### src/design/ustw_pkg.sv
// package for the device-mode command register middle fields (bits 4 to 13)
// assumes an apb slave at 32-bit data, one aligned word per register
package ustw_pkg;
	// register byte offsets
	localparam logic [11:0] USTW_CMD_OFF = 12'h000;
	localparam logic [11:0] USTW_SETUP_EVT_OFF = 12'h004;
	localparam logic [11:0] USTW_MODE_OFF = 12'h008;
	// command register field positions
	localparam int USTW_PSE_BIT = 4;
	localparam int USTW_ASE_BIT = 5;
	localparam int USTW_IAA_BIT = 6;
	localparam int USTW_RSV7_BIT = 7;
	localparam int USTW_ASP_LO = 8;
	localparam int USTW_ASP_HI = 9;
	localparam int USTW_RSV10_BIT = 10;
	localparam int USTW_ASYNC_PARK_ENABLE_BIT = 11;
	localparam int USTW_RSV12_BIT = 12;
	localparam int USTW_SETUP_TRIP_WIRE_BIT = 13;
	// mode register field: setup lockout off when one
	localparam int USTW_LOCKOUT_OFF_BIT = 0;
	// reset values
	localparam logic USTW_PSE_RST = 1'b0;
	localparam logic USTW_ASE_RST = 1'b0;
	localparam logic USTW_SETUP_TRIP_WIRE_RST = 1'b0;
	localparam logic [1:0] USTW_ASP_RST = 2'h0;
	localparam logic USTW_ASYNC_PARK_ENABLE_RST = 1'b0;
	localparam logic USTW_LOCKOUT_OFF_RST = 1'b0;
	// setup payload size in bytes
	localparam int USTW_SETUP_BYTES = 8;
	// copy tracker states
	typedef enum logic [1:0] {USTW_IDLE, USTW_COPY, USTW_HAZ} ustw_copy_t;
endpackage : ustw_pkg

### src/design/ustw_if.sv
// interface between the register bank and the trip wire tracker
// assumes both ends on pclk
`timescale 1ns/10ps
interface ustw_trip_if;
	logic sw_set;
	logic sw_clr;
	logic setup_arrive;
	logic lockout_off;
	logic hw_clear;
	logic trip;
	modport bank (output sw_set, output sw_clr, output setup_arrive, output lockout_off,
		input hw_clear, input trip);
	modport trk (input sw_set, input sw_clr, input setup_arrive, input lockout_off,
		output hw_clear, output trip);
endinterface : ustw_trip_if

### src/design/ustw_trip.sv
// setup trip wire semaphore with hazard detection
// assumes all inputs are synchronous to pclk
`timescale 1ns/10ps
module ustw_trip
	import ustw_pkg::*;
(
	input wire logic pclk,
	input wire logic presetn,
	ustw_trip_if.trk t
);
	logic trip;
	logic next_trip;
	logic hw_clear;
	logic next_hw_clear;
	ustw_copy_t state;
	ustw_copy_t next_state;
	logic hazard;

	// hazard: new setup lands in the queue head while a copy is open
	assign hazard = trip && t.setup_arrive && t.lockout_off;

	// next semaphore and tracker state
	always_comb
	begin
		next_trip = trip;
		next_hw_clear = 1'b0;
		next_state = state;
		if (hazard)
		begin
			next_trip = 1'b0;
			next_hw_clear = 1'b1;
		end
		else if (t.sw_set)
			next_trip = 1'b1;
		else if (t.sw_clr)
			next_trip = 1'b0;
		case (state)
			USTW_IDLE: if (next_trip) next_state = USTW_COPY;
			USTW_COPY:
			begin
				if (hazard)
					next_state = USTW_HAZ;
				else if (!next_trip)
					next_state = USTW_IDLE;
			end
			USTW_HAZ: if (next_trip) next_state = USTW_COPY; else next_state = USTW_IDLE;
			default: next_state = USTW_IDLE;
		endcase
	end

	// registers
	always_ff @(posedge pclk or negedge presetn)
	begin
		if (!presetn)
		begin
			trip <= USTW_SETUP_TRIP_WIRE_RST;
			hw_clear <= 1'b0;
			state <= USTW_IDLE;
		end
		else
		begin
			trip <= next_trip;
			hw_clear <= next_hw_clear;
			state <= next_state;
		end
	end

	assign t.trip = trip;
	assign t.hw_clear = hw_clear;

	a_hazard_clears: assert property (@(posedge pclk) disable iff (!presetn)
		hazard |=> !trip && hw_clear) else $error("hazard did not clear trip wire");
	a_lockout_keeps: assert property (@(posedge pclk) disable iff (!presetn)
		(trip && t.setup_arrive && !t.lockout_off && !t.sw_clr) |=> trip)
		else $error("trip wire cleared under lockout");
	a_clear_beats_set: assert property (@(posedge pclk) disable iff (!presetn)
		(hazard && t.sw_set) |=> !trip) else $error("set won over hazard clear");
	a_set_takes: assert property (@(posedge pclk) disable iff (!presetn)
		(t.sw_set && !hazard) |=> trip) else $error("software set lost");
	a_idle_no_haz: assert property (@(posedge pclk) disable iff (!presetn)
		!trip |=> !hw_clear) else $error("hazard flagged without open copy");
	// the tracker sits in its hazard state exactly while the clear pulse stands
	a_haz_state: assert property (@(posedge pclk) disable iff (!presetn)
		hw_clear == (state == USTW_HAZ)) else $error("tracker state and clear pulse differ");
endmodule : ustw_trip

### src/design/ustw_top.sv
// Notes on behaviour
// - hardware clears wire on a setup hazard
// - hazard is new setup during open copy
// - lockout on means no hazard clear
// - protected payload is eight bytes, control queue
// - schedule enables inert, reset to zero
// - park count and park enable inert
// file: apb register bank for the device-mode command register fields
// assumes an apb master on pclk and a setup-arrival pulse from the
// endpoint logic on the same clock
`timescale 1ns/10ps
module ustw_top
	import ustw_pkg::*;
#(
	parameter int SETUP_BYTES = USTW_SETUP_BYTES
)
(
	input wire logic pclk,
	input wire logic presetn,
	input wire logic psel,
	input wire logic penable,
	input wire logic pwrite,
	input wire logic [11:0] paddr,
	input wire logic [31:0] pwdata,
	output logic [31:0] prdata,
	output logic pready,
	output logic pslverr,
	input wire logic setup_arrive,
	output logic setup_trip_wire,
	output logic setup_hazard
);
	// payload size is fixed by the setup packet format
	if (SETUP_BYTES != USTW_SETUP_BYTES)
	begin : g_bad_payload
		$error("setup payload must be 8 bytes");
	end

	ustw_trip_if tif ();

	logic periodic_sched_enable;
	logic async_sched_enable;
	logic [1:0] async_park_count;
	logic async_park_enable;
	logic lockout_off;
	logic [31:0] setup_count;
	logic [31:0] next_prdata;
	logic next_pslverr;
	logic next_pse;
	logic next_ase;
	logic [1:0] next_asp;
	logic next_async_park_enable;
	logic next_lockout_off;
	logic [31:0] next_setup_count;
	logic wr;
	logic rd;
	logic hit;
	logic [31:0] cmd_value;

	assign wr = psel && penable && pwrite;
	// read data is fetched in the setup cycle so that it stands with pready
	assign rd = psel && !penable && !pwrite;
	assign hit = (paddr == USTW_CMD_OFF) || (paddr == USTW_SETUP_EVT_OFF) ||
		(paddr == USTW_MODE_OFF);

	// software-side strobes to the tracker
	assign tif.sw_set = wr && (paddr == USTW_CMD_OFF) && pwdata[USTW_SETUP_TRIP_WIRE_BIT];
	assign tif.sw_clr = wr && (paddr == USTW_CMD_OFF) && !pwdata[USTW_SETUP_TRIP_WIRE_BIT];
	assign tif.setup_arrive = setup_arrive;
	assign tif.lockout_off = lockout_off;

	// command readback: doorbell and reserved bits read zero
	always_comb
	begin
		cmd_value = 32'h0000_0000;
		cmd_value[USTW_PSE_BIT] = periodic_sched_enable;
		cmd_value[USTW_ASE_BIT] = async_sched_enable;
		cmd_value[USTW_ASP_HI:USTW_ASP_LO] = async_park_count;
		cmd_value[USTW_ASYNC_PARK_ENABLE_BIT] = async_park_enable;
		cmd_value[USTW_SETUP_TRIP_WIRE_BIT] = tif.trip;
	end

	// next register values; inert fields store only, steer nothing
	always_comb
	begin
		next_pse = periodic_sched_enable;
		next_ase = async_sched_enable;
		next_asp = async_park_count;
		next_async_park_enable = async_park_enable;
		next_lockout_off = lockout_off;
		next_setup_count = setup_count;
		next_prdata = 32'h0000_0000;
		next_pslverr = 1'b0;
		if (setup_arrive)
			next_setup_count = setup_count + 32'h0000_0001;
		if (wr && paddr == USTW_CMD_OFF)
		begin
			next_pse = pwdata[USTW_PSE_BIT];
			next_ase = pwdata[USTW_ASE_BIT];
			next_asp = pwdata[USTW_ASP_HI:USTW_ASP_LO];
			next_async_park_enable = pwdata[USTW_ASYNC_PARK_ENABLE_BIT];
		end
		if (wr && paddr == USTW_MODE_OFF)
			next_lockout_off = pwdata[USTW_LOCKOUT_OFF_BIT];
		if (rd)
		begin
			case (paddr)
				USTW_CMD_OFF: next_prdata = cmd_value;
				USTW_SETUP_EVT_OFF: next_prdata = setup_count;
				USTW_MODE_OFF: next_prdata = {31'h0, lockout_off};
				default: next_prdata = 32'h0000_0000;
			endcase
		end
		if (psel && !penable && !hit)
			next_pslverr = 1'b1; // registered together with pready
	end

	// register stage; pready follows setup so every access completes with no wait state
	always_ff @(posedge pclk or negedge presetn)
	begin
		if (!presetn)
		begin
			periodic_sched_enable <= USTW_PSE_RST;
			async_sched_enable <= USTW_ASE_RST;
			async_park_count <= USTW_ASP_RST;
			async_park_enable <= USTW_ASYNC_PARK_ENABLE_RST;
			lockout_off <= USTW_LOCKOUT_OFF_RST;
			setup_count <= 32'h0000_0000;
			prdata <= 32'h0000_0000;
			pslverr <= 1'b0;
			pready <= 1'b0;
			setup_trip_wire <= 1'b0;
			setup_hazard <= 1'b0;
		end
		else
		begin
			periodic_sched_enable <= next_pse;
			async_sched_enable <= next_ase;
			async_park_count <= next_asp;
			async_park_enable <= next_async_park_enable;
			lockout_off <= next_lockout_off;
			setup_count <= next_setup_count;
			prdata <= next_prdata;
			pslverr <= next_pslverr;
			pready <= psel && !penable;
			setup_trip_wire <= tif.trip;
			setup_hazard <= tif.hw_clear;
		end
	end

	ustw_trip u_trip (
		.pclk(pclk),
		.presetn(presetn),
		.t(tif.trk)
	);

	// apb access completes only with pready high
	a_access_done: assert property (@(posedge pclk) disable iff (!presetn)
		(psel && !penable) |=> pready) else $error("no ready after setup");
	a_sched_reset: assert property (@(posedge pclk) disable iff (!presetn)
		$rose(presetn) |-> !periodic_sched_enable && !async_sched_enable)
		else $error("schedule enables not zero after reset");
	a_reserved_zero: assert property (@(posedge pclk) disable iff (!presetn)
		!cmd_value[USTW_RSV7_BIT] && !cmd_value[USTW_RSV10_BIT] && !cmd_value[USTW_RSV12_BIT]
		&& !cmd_value[USTW_IAA_BIT]) else $error("reserved bit reads nonzero");
	// read data and error only stand in the access cycle
	a_rdata_quiet: assert property (@(posedge pclk) disable iff (!presetn)
		!pready |-> prdata == 32'h0000_0000) else $error("read data outside access");
	a_err_with_ready: assert property (@(posedge pclk) disable iff (!presetn)
		pslverr |-> pready) else $error("slave error without ready");
endmodule : ustw_top

### config.mk
export PLATFORM = sky130hd
export DESIGN_NAME = ustw_top
export DESIGN_NICKNAME = d
export VERILOG_FILES = /design/src/design/ustw_pkg.sv /design/src/design/ustw_if.sv /design/src/design/ustw_trip.sv /design/src/design/ustw_top.sv
export SDC_FILE = /design/constraint.sdc
export NUM_CORES = 1
export LEC_CHECK = 0
export BUFFER_PORTS_ARGS = -buffer_cell sky130_fd_sc_hd__buf_2
export CORE_ASPECT_RATIO = 0.9
export CORE_MARGIN = 2
export CORE_UTILIZATION = 35
export CTS_CLUSTER_DIAMETER = 150
export CTS_CLUSTER_SIZE = 12
export DETAILED_ROUTE_END_ITERATION = 12
export PLACE_DENSITY = 0.67
export REMOVE_ABC_BUFFERS = 1
export SYNTH_ARGS = -nofsm -noshare
export SYNTH_HDL_FRONTEND = slang
export SYNTH_SLANG_ARGS = --single-unit
export TNS_END_PERCENT = 20
### constraint.sdc
create_clock -name pclk -period 1.7 [get_ports pclk]
set_clock_uncertainty 0.1 [all_clocks]
set_input_delay 0.34 -clock pclk [delete_from_list [all_inputs] [get_ports pclk]]
set_output_delay 0.34 -clock pclk [all_outputs]
set_load 0.1 [all_outputs]
==> run_summary.xml, run 1 <==
<?xml version="1.0" encoding="UTF-8"?>
<metrics>
  <group name="run_status">
    <metric name="result_of_the_run" unit="">complete, no violations</metric>
  </group>
  <group name="setup_path">
    <metric name="critical_path_cell_list" unit="">buf_2, nor4_4, nand3_1, or4_1, buf_6, mux2_4</metric>
    <metric name="cpPeakStageDelay" unit="ns">0.50</metric>
    <metric name="critPathMaxFanout" unit="">6</metric>
    <metric name="cp_top_family" unit="">simple AND/OR/NAND/NOR gates</metric>
    <metric name="crit_buf_inv" unit="">2</metric>
    <metric name="timing.critical_path.arrival" unit="ns">1.82</metric>
    <metric name="crit_start" unit="">paddr[1]</metric>
    <metric name="crit_type" unit="">in2reg</metric>
    <metric name="cp_slowest_cell" unit="">sky130_fd_sc_hd__or4_1</metric>
    <metric name="worstPathRequired" unit="ns">1.83</metric>
    <metric name="end_kind" unit="">flop</metric>
    <metric name="timing.critical_path.from_type" unit="">input pin</metric>
    <metric name="r2r.worst_path.cells" unit="">6</metric>
    <metric name="timing.critical_path.depth" unit="">6</metric>
    <metric name="rr_startpoint" unit="">setup_count[1]$_DFFE_PN0P_</metric>
  </group>
  <group name="floorplan">
    <metric name="core.rowCount" unit="">32</metric>
    <metric name="chipHeight" unit="µm">92.3</metric>
    <metric name="die_area" unit="µm²">9430</metric>
    <metric name="num_io_pins" unit="">86</metric>
    <metric name="floorplan.core_area" unit="µm²">8490</metric>
    <metric name="initial_core_util" unit="%">35.7</metric>
    <metric name="fp.dieW" unit="µm">102</metric>
  </group>
  <group name="global_routing">
    <metric name="initial_antenna_violation_count" unit="">0</metric>
    <metric name="grt.overflow.total" unit="">0</metric>
    <metric name="grt_start_max_net_pins" unit="">37</metric>
    <metric name="grt_pass1_vias" unit="">1981</metric>
    <metric name="grt_pass1_wl" unit="mm">9.32</metric>
    <metric name="grt_use_total" unit="%">13.1</metric>
  </group>
  <group name="min_path">
    <metric name="min_path_cells" unit="">2</metric>
    <metric name="hold_path.class" unit="">in2reg</metric>
    <metric name="hp-start" unit="">penable</metric>
  </group>
  <group name="power">
    <metric name="pleak" unit="µW">0.00202</metric>
    <metric name="worst_ir_drop_vdd" unit="mV">0.556</metric>
    <metric name="power_density" unit="nW/µm²">976</metric>
    <metric name="power.total" unit="µW">3880</metric>
  </group>
  <group name="logic_synthesis">
    <metric name="synth_top_area_share" unit="%">62.7</metric>
    <metric name="netlist_top_cells_count" unit="">76 x sky130_fd_sc_hd__dfrtp_1, 25 x sky130_fd_sc_hd__and2_1, 21 x sky130_fd_sc_hd__xnor2_1, 13 x sky130_fd_sc_hd__nand3_1, 13 x sky130_fd_sc_hd__nand4_1</metric>
    <metric name="yosysMostFrequentCell" unit="">sky130_fd_sc_hd__dfrtp_1</metric>
    <metric name="average_instance_area_after_synthesis" unit="µm²">13.0</metric>
    <metric name="synth-main-ff-cell" unit="">sky130_fd_sc_hd__dfrtp_1</metric>
    <metric name="ys_seq_area_share" unit="%">62.7</metric>
    <metric name="synth.cell_area" unit="µm²">3030</metric>
    <metric name="ys_warn_count" unit="">0</metric>
    <metric name="netlist-cell-type-count" unit="">33</metric>
    <metric name="post-synth-top-area-cell" unit="">sky130_fd_sc_hd__dfrtp_1</metric>
    <metric name="synth-edff-count" unit="">0</metric>
    <metric name="asyncSetResetFlopFracSynth" unit="%">100</metric>
    <metric name="netlist_instances" unit="">234</metric>
    <metric name="ranking_of_synthesized_cells_by_area" unit="">sky130_fd_sc_hd__dfrtp_1 63%, sky130_fd_sc_hd__xnor2_1 6.1%, sky130_fd_sc_hd__and2_1 5.2%</metric>
    <metric name="number_of_synthesized_register_bits" unit="">76</metric>
  </group>
  <group name="cts">
    <metric name="clockBufferDepth" unit="">2</metric>
    <metric name="root_buffer" unit="">sky130_fd_sc_hd__clkbuf_8</metric>
    <metric name="clock-sinks" unit="">76</metric>
    <metric name="clkLatencyLatePin" unit="ns">0.35</metric>
    <metric name="cts.reportedPaths.clkPinSlew" unit="ns">0.08</metric>
    <metric name="cts_made_buffers" unit="">9</metric>
    <metric name="cts-htree-levels" unit="">3</metric>
    <metric name="clock_tree_from_tritoncts" unit="">yes</metric>
  </group>
  <group name="drt">
    <metric name="vias" unit="">1997</metric>
    <metric name="post_drt_wl_per_cell" unit="µm">12.5</metric>
    <metric name="wirelength" unit="mm">5.68</metric>
    <metric name="drt_pass1_iterations" unit="">4</metric>
    <metric name="drt_first_iter_violations" unit="">44</metric>
    <metric name="route.detailed.vias_per_inst" unit="">4.40</metric>
    <metric name="postRouteAntennaNets" unit="">0</metric>
    <metric name="post-route-drc-count" unit="">0</metric>
  </group>
  <group name="placement">
    <metric name="finalWeightedCongestion" unit="">0.751</metric>
    <metric name="placement.cell_area" unit="µm²">3690</metric>
    <metric name="port_buffers" unit="">60</metric>
    <metric name="place_hpwl" unit="mm">4.07</metric>
  </group>
  <group name="sta">
    <metric name="maxSlewHeadroom" unit="%">66.1</metric>
    <metric name="final_slew_viol_count" unit="">0</metric>
    <metric name="timing.fmax" unit="MHz">592</metric>
    <metric name="setup_repair_after_global_routing_missed_its_margin" unit="">true</metric>
    <metric name="worst-slew-pin-transition" unit="ns">0.509</metric>
    <metric name="layout_worst_path_cycle_share" unit="%">99.3</metric>
    <metric name="final.min_clock_period" unit="ns">1.69</metric>
    <metric name="finalSetupViolCount" unit="">0</metric>
    <metric name="final-hold-violation-count" unit="">0</metric>
  </group>
  <group name="final_layout">
    <metric name="insertedDiodeCount" unit="">0</metric>
    <metric name="design.final.nets" unit="">382</metric>
    <metric name="drive_above_1_share" unit="%">36.4</metric>
    <metric name="stdcell_area" unit="µm²">3980</metric>
    <metric name="largestRegisters" unit="">prdata: 32 flops, setup_count: 32 flops, async_park_count: 2 flops</metric>
    <metric name="areaGrowthSynthToFinish" unit="%">31.1</metric>
  </group>
  <group name="run">
    <metric name="max-cap-violations" unit="">0</metric>
  </group>
</metrics>
==> layout make-up <==
cell class                 instances  area [µm²]
inverter                           2        7.51
sequential                        76        1900
tap                              119         149
fill                             836        4510
clock inverter                     4        73.8
multi-input combinational        151        1120
timing repair buffer              91         579
clock buffer                      11         141
==> worst paths after layout <==
check / end / slack [ns]
setup / recovery: async_park_enable$_DFFE_PN0P_ / 0.01
hold / removal: pready$_DFF_PN0_ / 0.07
setup reg to reg: setup_count[18]$_DFFE_PN0P_ / 0.02
hold reg to reg: setup_hazard$_DFF_PN0_ / 0.27
max in group asynchronous: setup_count[26]$_DFFE_PN0P_ / 0.60
min in group asynchronous: prdata[30]$_DFF_PN0_ / 0.41
==> where the power goes <==
group / switching [µW] / internal [µW]
clock network: 615 / 859
registers: 62.2 / 1890
logic: 223 / 233
==> cell usage in the layout (no fill, tap or decap), drive strengths merged <==
cell / n
buf: 90
dfrtp: 76
and2: 25
xnor2: 21
nand4: 13
nand3: 13
nor2: 12
clkbuf: 11
nand2: 9
xor2: 9
mux2i: 7
mux2: 7
nor4: 7
and3: 5
nor3: 3
nor2b: 2
nand3b: 2
a21oi: 2
and4: 2
inv: 2
nand2b: 2
bufinv: 2
nor3b: 2
or2: 2
or3: 2
clkinv: 2
or4: 1
o21ai: 1
nor4b: 1
ha: 1
dlygate4sd3: 1
==> routing by layer <==
layer  wire, µm  GRT usage (%)  vias to the layer above
met3        307           4.23                        8
met2       2680           20.8                       59
met4         83           5.00                        0
met1       2610           16.7                      934
met5          0              0                        -
li1           -              -                      996
==> timing repair <==
action,CTS,global route
setup buffers,0,2
hold endpoints to repair,34,0
pin swaps,0,5
gates resized for setup,2,6
setup endpoints to repair,5,15
hold buffers,1,0
==> metrics by stage <==
step | hold WS [ns] | cells | util, % | worst slack, ns | setup TNS, ns
finish | 0.0703 | 454 | 46.8 | 0.0120 | 0
global route | 0.0631 | 454 | 46.8 | -0.135 | -0.621
CTS | 0.0586 | 452 | 46.4 | 0.00759 | 0
detailed placement | 0.250 | 436 | 43.5 | -0.411 | -7.41
global placement | 0.234 | 436 | 43.5 | -0.355 | -4.93
floorplan | -0.0556 | 229 | - | -0.270 | -2.81
==> kinds of logic after synthesis <==
| logic type | synth area share (%) |
|---|---|
| flops | 62.7 |
| mux | 5.53 |
| xor+xnor | 8.66 |
| simple gates | 21.1 |
| buf+inv | 1.11 |
| fa+ha+maj | 0.412 |
| compound gates | 0.495 |
==> worst register-to-register path, cell delays in order (launching register included) <==
cell and delay (ns):
sky130_fd_sc_hd__dfrtp_1 0.38, sky130_fd_sc_hd__ha_2 0.19, sky130_fd_sc_hd__nand4_1 0.16, sky130_fd_sc_hd__nor4_2 0.30, sky130_fd_sc_hd__buf_4 0.17, sky130_fd_sc_hd__nand4_1 0.11
sky130_fd_sc_hd__xnor2_1 0.14
No activity file was read; power rests on OpenSTA's default activity.
==> run 2, diff against run 1 <==
--- a/config.mk
+++ b/config.mk
@@ -5,15 +5,16 @@
 export SDC_FILE = /design/constraint.sdc
 export NUM_CORES = 1
 export LEC_CHECK = 0
-export BUFFER_PORTS_ARGS = -buffer_cell sky130_fd_sc_hd__buf_2
 export CORE_ASPECT_RATIO = 0.9
 export CORE_MARGIN = 2
 export CORE_UTILIZATION = 35
 export CTS_CLUSTER_DIAMETER = 150
 export CTS_CLUSTER_SIZE = 12
 export DETAILED_ROUTE_END_ITERATION = 12
-export PLACE_DENSITY = 0.67
+export DONT_BUFFER_PORTS = 1
+export PLACE_DENSITY = 0.58
 export REMOVE_ABC_BUFFERS = 1
+export SETUP_SLACK_MARGIN = 0.05
 export SYNTH_ARGS = -nofsm -noshare
 export SYNTH_HDL_FRONTEND = slang
 export SYNTH_SLANG_ARGS = --single-unit
==> run_summary.xml, run 2 (synthesized netlist as in run 1, its figures left out) <==
<?xml version="1.0" encoding="UTF-8"?>
<metrics>
  <group name="final_layout">
    <metric name="final_instance_count_without_filler_cells" unit="">430</metric>
    <metric name="design.final.nets" unit="">357</metric>
    <metric name="most-common-layout-cells" unit="">76 x sky130_fd_sc_hd__dfrtp_1, 63 x sky130_fd_sc_hd__buf_4, 25 x sky130_fd_sc_hd__and2_1</metric>
    <metric name="areaGrowthSynthToFinish" unit="%">29.4</metric>
    <metric name="largestRegisters" unit="">prdata: 32 flops, setup_count: 32 flops, async_park_count: 2 flops</metric>
    <metric name="insertedDiodeCount" unit="">0</metric>
    <metric name="mostFrequentLayoutCell" unit="">sky130_fd_sc_hd__dfrtp_1</metric>
    <metric name="stdcell_area" unit="µm²">3920</metric>
    <metric name="drive_above_1_share" unit="%">30.9</metric>
  </group>
  <group name="global_routing">
    <metric name="initial_antenna_violation_count" unit="">0</metric>
    <metric name="gr-usage-met2" unit="%">18.6</metric>
    <metric name="grt_use_total" unit="%">12.7</metric>
    <metric name="grt_pass1_vias" unit="">1934</metric>
    <metric name="grt_start_max_net_pins" unit="">77</metric>
    <metric name="met3_resource_use_gr" unit="%">5.96</metric>
    <metric name="grt.overflow.total" unit="">0</metric>
    <metric name="busiest_layer" unit="">met2</metric>
    <metric name="global_route.usage.met1" unit="%">16.5</metric>
    <metric name="grt_pass1_wl" unit="mm">9.00</metric>
  </group>
  <group name="sta">
    <metric name="layout_worst_path_cycle_share" unit="%">96.8</metric>
    <metric name="worst-slew-pin-transition" unit="ns">0.294</metric>
    <metric name="finalSetupViolCount" unit="">0</metric>
    <metric name="final.hold.worst_slack" unit="ns">-0.426</metric>
    <metric name="final-hold-violation-count" unit="">76</metric>
    <metric name="timing.fmax" unit="MHz">607</metric>
    <metric name="maxSlewHeadroom" unit="%">80.1</metric>
    <metric name="setup_repair_after_global_routing_missed_its_margin" unit="">true</metric>
    <metric name="final_slew_viol_count" unit="">0</metric>
    <metric name="final.min_clock_period" unit="ns">1.65</metric>
  </group>
  <group name="floorplan">
    <metric name="fp.dieW" unit="µm">102</metric>
    <metric name="die_area" unit="µm²">9430</metric>
    <metric name="num_io_pins" unit="">86</metric>
    <metric name="floorplan.core_area" unit="µm²">8490</metric>
    <metric name="chipHeight" unit="µm">92.3</metric>
    <metric name="core.rowCount" unit="">32</metric>
    <metric name="initial_core_util" unit="%">35.7</metric>
  </group>
  <group name="cts">
    <metric name="root_buffer" unit="">sky130_fd_sc_hd__clkbuf_8</metric>
    <metric name="clock-sinks" unit="">76</metric>
    <metric name="clockBufferDepth" unit="">2</metric>
    <metric name="cts.reportedPaths.clkPinSlew" unit="ns">0.08</metric>
    <metric name="clock_tree_from_tritoncts" unit="">yes</metric>
    <metric name="cts-htree-levels" unit="">3</metric>
    <metric name="cts_setup_buffers" unit="">0</metric>
    <metric name="clkLatencyLatePin" unit="ns">0.35</metric>
    <metric name="cts_made_buffers" unit="">9</metric>
  </group>
  <group name="drt">
    <metric name="wirelength" unit="mm">5.47</metric>
    <metric name="drt_first_iter_violations" unit="">59</metric>
    <metric name="postRouteAntennaNets" unit="">0</metric>
    <metric name="vias" unit="">1939</metric>
    <metric name="post-route-drc-count" unit="">0</metric>
    <metric name="route.detailed.vias_per_inst" unit="">4.51</metric>
    <metric name="post_drt_wl_per_cell" unit="µm">12.7</metric>
    <metric name="drt_pass1_iterations" unit="">4</metric>
  </group>
  <group name="min_path">
    <metric name="hold_path.class" unit="">in2async</metric>
  </group>
  <group name="setup_path">
    <metric name="timing.critical_path.arrival" unit="ns">1.78</metric>
    <metric name="reg2reg_slack" unit="ns">0.05</metric>
    <metric name="rr_endpoint" unit="">setup_count[26]$_DFFE_PN0P_</metric>
    <metric name="end_kind" unit="">flop</metric>
    <metric name="timing.critical_path.from_type" unit="">flop</metric>
    <metric name="r2r.worst_path.cells" unit="">6</metric>
    <metric name="critPathMaxFanout" unit="">5</metric>
    <metric name="rr_startpoint" unit="">setup_count[0]$_DFFE_PN0P_</metric>
    <metric name="crit_type" unit="">reg2reg</metric>
    <metric name="worstPathRequired" unit="ns">1.84</metric>
  </group>
  <group name="placement">
    <metric name="finalWeightedCongestion" unit="">0.744</metric>
    <metric name="placement.cell_area" unit="µm²">3630</metric>
    <metric name="port_buffers" unit="">0</metric>
    <metric name="place.detailed.instances" unit="">411</metric>
    <metric name="place_hpwl" unit="mm">3.71</metric>
  </group>
  <group name="power">
    <metric name="power_density" unit="nW/µm²">963</metric>
    <metric name="power.total" unit="µW">3780</metric>
    <metric name="pleak" unit="µW">0.00195</metric>
    <metric name="worst_ir_drop_vdd" unit="mV">0.533</metric>
  </group>
  <group name="run">
    <metric name="max-cap-violations" unit="">0</metric>
  </group>
  <group name="run_status">
    <metric name="result_of_the_run" unit="">finished with violations</metric>
    <metric name="failing_checks" unit="">hold timing</metric>
  </group>
</metrics>
-- run 2: changes by cell type in the layout (fill, tap and decap cells not counted), moves of 2 or more --
cell                            change
sky130_fd_sc_hd__buf_2             -57
sky130_fd_sc_hd__buf_4             +35
sky130_fd_sc_hd__buf_6              -3
sky130_fd_sc_hd__buf_12             -2
sky130_fd_sc_hd__dlygate4sd3_1      +2
sky130_fd_sc_hd__nor4_2             -2
sky130_fd_sc_hd__nor4_4             +2
-- run 2: cell type report --
| class | instances | area, µm² |
|---|---|---|
| Sequential cell | 76 | 1900 |
| Inverter | 2 | 7.51 |
| Clock buffer | 12 | 145 |
| Multi-Input combinational cell | 151 | 1140 |
| Tap cell | 119 | 149 |
| Timing Repair Buffer | 66 | 503 |
| Clock inverter | 4 | 72.6 |
| Fill cell | 809 | 4560 |
-- run 2: power breakdown --
group | total (µW) | internal, µW | switching, µW
Combinational | 331 | 181 | 150
Sequential | 1960 | 1890 | 64.4
Clock | 1490 | 865 | 628
Total | 3780 | 2940 | 843
-- run 2: worst max-delay path, stage by stage, from the launching register on --
cell	delay (ns)
sky130_fd_sc_hd__dfrtp_1	0.39
sky130_fd_sc_hd__ha_2	0.20
sky130_fd_sc_hd__nand4_1	0.17
sky130_fd_sc_hd__nor4_2	0.24
sky130_fd_sc_hd__buf_4	0.17
sky130_fd_sc_hd__nand4_1	0.11
sky130_fd_sc_hd__xnor2_1	0.14
-- run 2: through the flow --
stage          setup TNS (ns)  worst slack, ns  hold slack, ns  util (%)
2_1_floorplan           -2.81           -0.270         -0.0556         -
3_3_place_gp            -1.43           -0.245         -0.0534      42.7
3_5_place_dp            -1.49           -0.250         -0.0534      42.7
4_1_cts                     0           0.0431          -0.445      45.5
5_1_grt                -0.193          -0.0758          -0.457      46.2
6_report                    0           0.0538          -0.426      46.2
-- run 2: worst max path at each step --
| stage | start | end | slack, ns |
|---|---|---|---|
| 2_1_floorplan | paddr[7] | async_park_count[0]$_DFFE_PN0P_ | -0.27 |
| 3_3_place_gp | paddr[7] | async_park_enable$_DFFE_PN0P_ | -0.24 |
| 3_5_place_dp | paddr[7] | periodic_sched_enable$_DFFE_PN0P_ | -0.25 |
| 4_1_cts | setup_count[0]$_DFFE_PN0P_ | setup_count[18]$_DFFE_PN0P_ | 0.04 |
| 5_1_grt | setup_count[0]$_DFFE_PN0P_ | setup_count[18]$_DFFE_PN0P_ | -0.08 |
| 6_report | setup_count[0]$_DFFE_PN0P_ | setup_count[26]$_DFFE_PN0P_ | 0.05 |
-- run 2: timing repair --
action	CTS	global route
hold buffers	2	1
endpoints found under the hold margin	78	77
resized for setup	0	7
setup endpoints to repair	2	14
pin swaps	0	2
-- run 2: layer usage --
layer	wire (µm)	up-vias
met2	2500	56
met3	401	8
met5	0	-
li1	-	949
met4	65	0
met1	2490	926
==> run 3, diff against run 2 <==
==> constraint.sdc (replaced) <==
create_clock -name pclk -period 1.7 [get_ports pclk]
set_clock_uncertainty 0.1 [all_clocks]
set_input_delay 0.255 -clock pclk [delete_from_list [all_inputs] [get_ports pclk]]
set_output_delay 0.255 -clock pclk [all_outputs]
set_load 0.1 [all_outputs]
==> run_summary.xml, run 3 (synthesized netlist as in run 1, its figures left out) <==
<?xml version="1.0" encoding="UTF-8"?>
<metrics>
  <group name="run_status">
    <metric name="result_of_the_run" unit="">finished with violations</metric>
    <metric name="failing_checks" unit="">hold timing</metric>
  </group>
  <group name="drt">
    <metric name="post-route-drc-count" unit="">0</metric>
    <metric name="post_drt_wl_per_cell" unit="µm">12.7</metric>
    <metric name="wirelength" unit="mm">5.57</metric>
    <metric name="vias" unit="">1963</metric>
    <metric name="route.detailed.vias_per_inst" unit="">4.47</metric>
    <metric name="drt_pass1_iterations" unit="">4</metric>
    <metric name="postRouteAntennaNets" unit="">0</metric>
    <metric name="drt_first_iter_violations" unit="">50</metric>
  </group>
  <group name="floorplan">
    <metric name="die_area" unit="µm²">9430</metric>
    <metric name="core.rowCount" unit="">32</metric>
    <metric name="num_io_pins" unit="">86</metric>
    <metric name="chipHeight" unit="µm">92.3</metric>
    <metric name="floorplan.core_area" unit="µm²">8490</metric>
    <metric name="fp.dieW" unit="µm">102</metric>
    <metric name="initial_core_util" unit="%">35.7</metric>
  </group>
  <group name="sta">
    <metric name="finalSetupViolCount" unit="">0</metric>
    <metric name="timing.fmax" unit="MHz">613</metric>
    <metric name="final.hold.worst_slack" unit="ns">-0.500</metric>
    <metric name="maxSlewHeadroom" unit="%">71.8</metric>
    <metric name="finalWorstSetupSlack" unit="ns">0.0689</metric>
    <metric name="setup_repair_after_global_routing_missed_its_margin" unit="">true</metric>
    <metric name="layout_worst_path_cycle_share" unit="%">95.9</metric>
    <metric name="final_slew_viol_count" unit="">0</metric>
    <metric name="worst-slew-pin-transition" unit="ns">0.422</metric>
    <metric name="final.min_clock_period" unit="ns">1.63</metric>
    <metric name="final-hold-violation-count" unit="">76</metric>
  </group>
  <group name="placement">
    <metric name="place_worst_setup_slack" unit="ns">-0.177</metric>
    <metric name="place_hpwl" unit="mm">3.87</metric>
    <metric name="placement.cell_area" unit="µm²">3610</metric>
    <metric name="port_buffers" unit="">0</metric>
    <metric name="place.detailed.instances" unit="">409</metric>
    <metric name="finalWeightedCongestion" unit="">0.739</metric>
  </group>
  <group name="run">
    <metric name="max-cap-violations" unit="">0</metric>
  </group>
  <group name="setup_path">
    <metric name="crit_start" unit="">setup_count[0]$_DFFE_PN0P_</metric>
    <metric name="worstPathRequired" unit="ns">1.83</metric>
    <metric name="end_kind" unit="">flop</metric>
    <metric name="timing.critical_path.arrival" unit="ns">1.76</metric>
    <metric name="rr_startpoint" unit="">setup_count[0]$_DFFE_PN0P_</metric>
    <metric name="timing.critical_path.from_type" unit="">flop</metric>
    <metric name="critPathMaxFanout" unit="">5</metric>
    <metric name="crit_type" unit="">reg2reg</metric>
  </group>
  <group name="min_path">
    <metric name="hold_path.class" unit="">in2async</metric>
  </group>
  <group name="cts">
    <metric name="cts.hold.buffers_added" unit="">12</metric>
    <metric name="clock-sinks" unit="">76</metric>
    <metric name="cts_made_buffers" unit="">9</metric>
    <metric name="clkLatencyLatePin" unit="ns">0.34</metric>
    <metric name="cts.reportedPaths.clkPinSlew" unit="ns">0.08</metric>
    <metric name="cts-htree-levels" unit="">3</metric>
    <metric name="clock_tree_from_tritoncts" unit="">yes</metric>
    <metric name="clockBufferDepth" unit="">2</metric>
    <metric name="root_buffer" unit="">sky130_fd_sc_hd__clkbuf_8</metric>
  </group>
  <group name="final_layout">
    <metric name="drive_above_1_share" unit="%">30.0</metric>
    <metric name="insertedDiodeCount" unit="">0</metric>
    <metric name="design.final.nets" unit="">366</metric>
    <metric name="stdcell_area" unit="µm²">4000</metric>
    <metric name="areaGrowthSynthToFinish" unit="%">32.0</metric>
    <metric name="most-common-layout-cells" unit="">76 x sky130_fd_sc_hd__dfrtp_1, 62 x sky130_fd_sc_hd__buf_4, 25 x sky130_fd_sc_hd__and2_1</metric>
    <metric name="largestRegisters" unit="">prdata: 32 flops, setup_count: 32 flops, async_park_count: 2 flops</metric>
    <metric name="mostFrequentLayoutCell" unit="">sky130_fd_sc_hd__dfrtp_1</metric>
    <metric name="final_instance_count_without_filler_cells" unit="">439</metric>
  </group>
  <group name="power">
    <metric name="power.total" unit="µW">3830</metric>
    <metric name="power_density" unit="nW/µm²">956</metric>
    <metric name="worst_ir_drop_vdd" unit="mV">0.631</metric>
    <metric name="pleak" unit="µW">0.00199</metric>
  </group>
  <group name="global_routing">
    <metric name="grt.overflow.total" unit="">0</metric>
    <metric name="grt_start_max_net_pins" unit="">77</metric>
    <metric name="grt_pass1_wl" unit="mm">9.45</metric>
    <metric name="grt_use_total" unit="%">13.0</metric>
    <metric name="grt_pass1_vias" unit="">2011</metric>
    <metric name="initial_antenna_violation_count" unit="">0</metric>
  </group>
</metrics>
## run 3: report_power, final
| group | switching [µW] | internal, µW | total (µW) |
|---|---|---|---|
| registers | 59.2 | 1890 | 1950 |
| logic | 171 | 222 | 393 |
| clock network | 624 | 860 | 1480 |
| total | 855 | 2970 | 3830 |
## run 3: repair_timing
item / 4_1_cts / 5_1_grt
gates resized for setup: 0 / 6
hold endpoints to repair: 94 / 76
buffers inserted: 2 / 0
pin swaps: 1 / 8
setup endpoints to repair: 1 / 15
## run 3: layer usage
metal  vias to the layer above  wire length (µm)  global-route usage (%)  share of wire (%)
li1                        960                 -                       -                  -
met1                       945              2650                    17.1                 48
met2                        53              2580                    20.5                 46
met3                         5               295                    5.21                5.3
met4                         0                44                    2.67               0.79
met5                         -                 0                       0                  0
## run 3: cell type report
type	instances	area [µm²]
flip-flops and latches	76	1900
multi-input cells	151	1130
inverters	2	7.51
clock buffers	11	141
well taps	119	149
repair buffers	75	597
clock inverters	5	75.1
fillers	815	4490
## run 3: final timing paths
path,cells after the start,slack [ns],endpoint
hold / removal,0,-0.50,setup_count[25]$_DFFE_PN0P_
hold reg to reg,0,0.25,setup_hazard$_DFF_PN0_
min in group pclk,1,0.02,u_trip.t.hw_clear$_DFF_PN0_
setup / recovery,6,0.07,setup_count[26]$_DFFE_PN0P_
setup reg to reg,6,0.07,setup_count[26]$_DFFE_PN0P_
max in group asynchronous,0,1.90,setup_count[7]$_DFFE_PN0P_
## run 3: through the flow
stage               TNS (ns)  utilization (%)
global placement      -0.777             42.6
finish                     0             47.2
global route          -0.109             47.2
CTS                        0             46.7
floorplan             -0.941                -
detailed placement    -0.936             42.6
## run 3: worst max-delay path, cell delays in order, from the launching register on
cell and delay, ns:
sky130_fd_sc_hd__dfrtp_1 0.38, sky130_fd_sc_hd__ha_2 0.20, sky130_fd_sc_hd__nand4_1 0.18, sky130_fd_sc_hd__nor4_2 0.24, sky130_fd_sc_hd__buf_4 0.17, sky130_fd_sc_hd__nand4_1 0.11, sky130_fd_sc_hd__xnor2_1 0.14
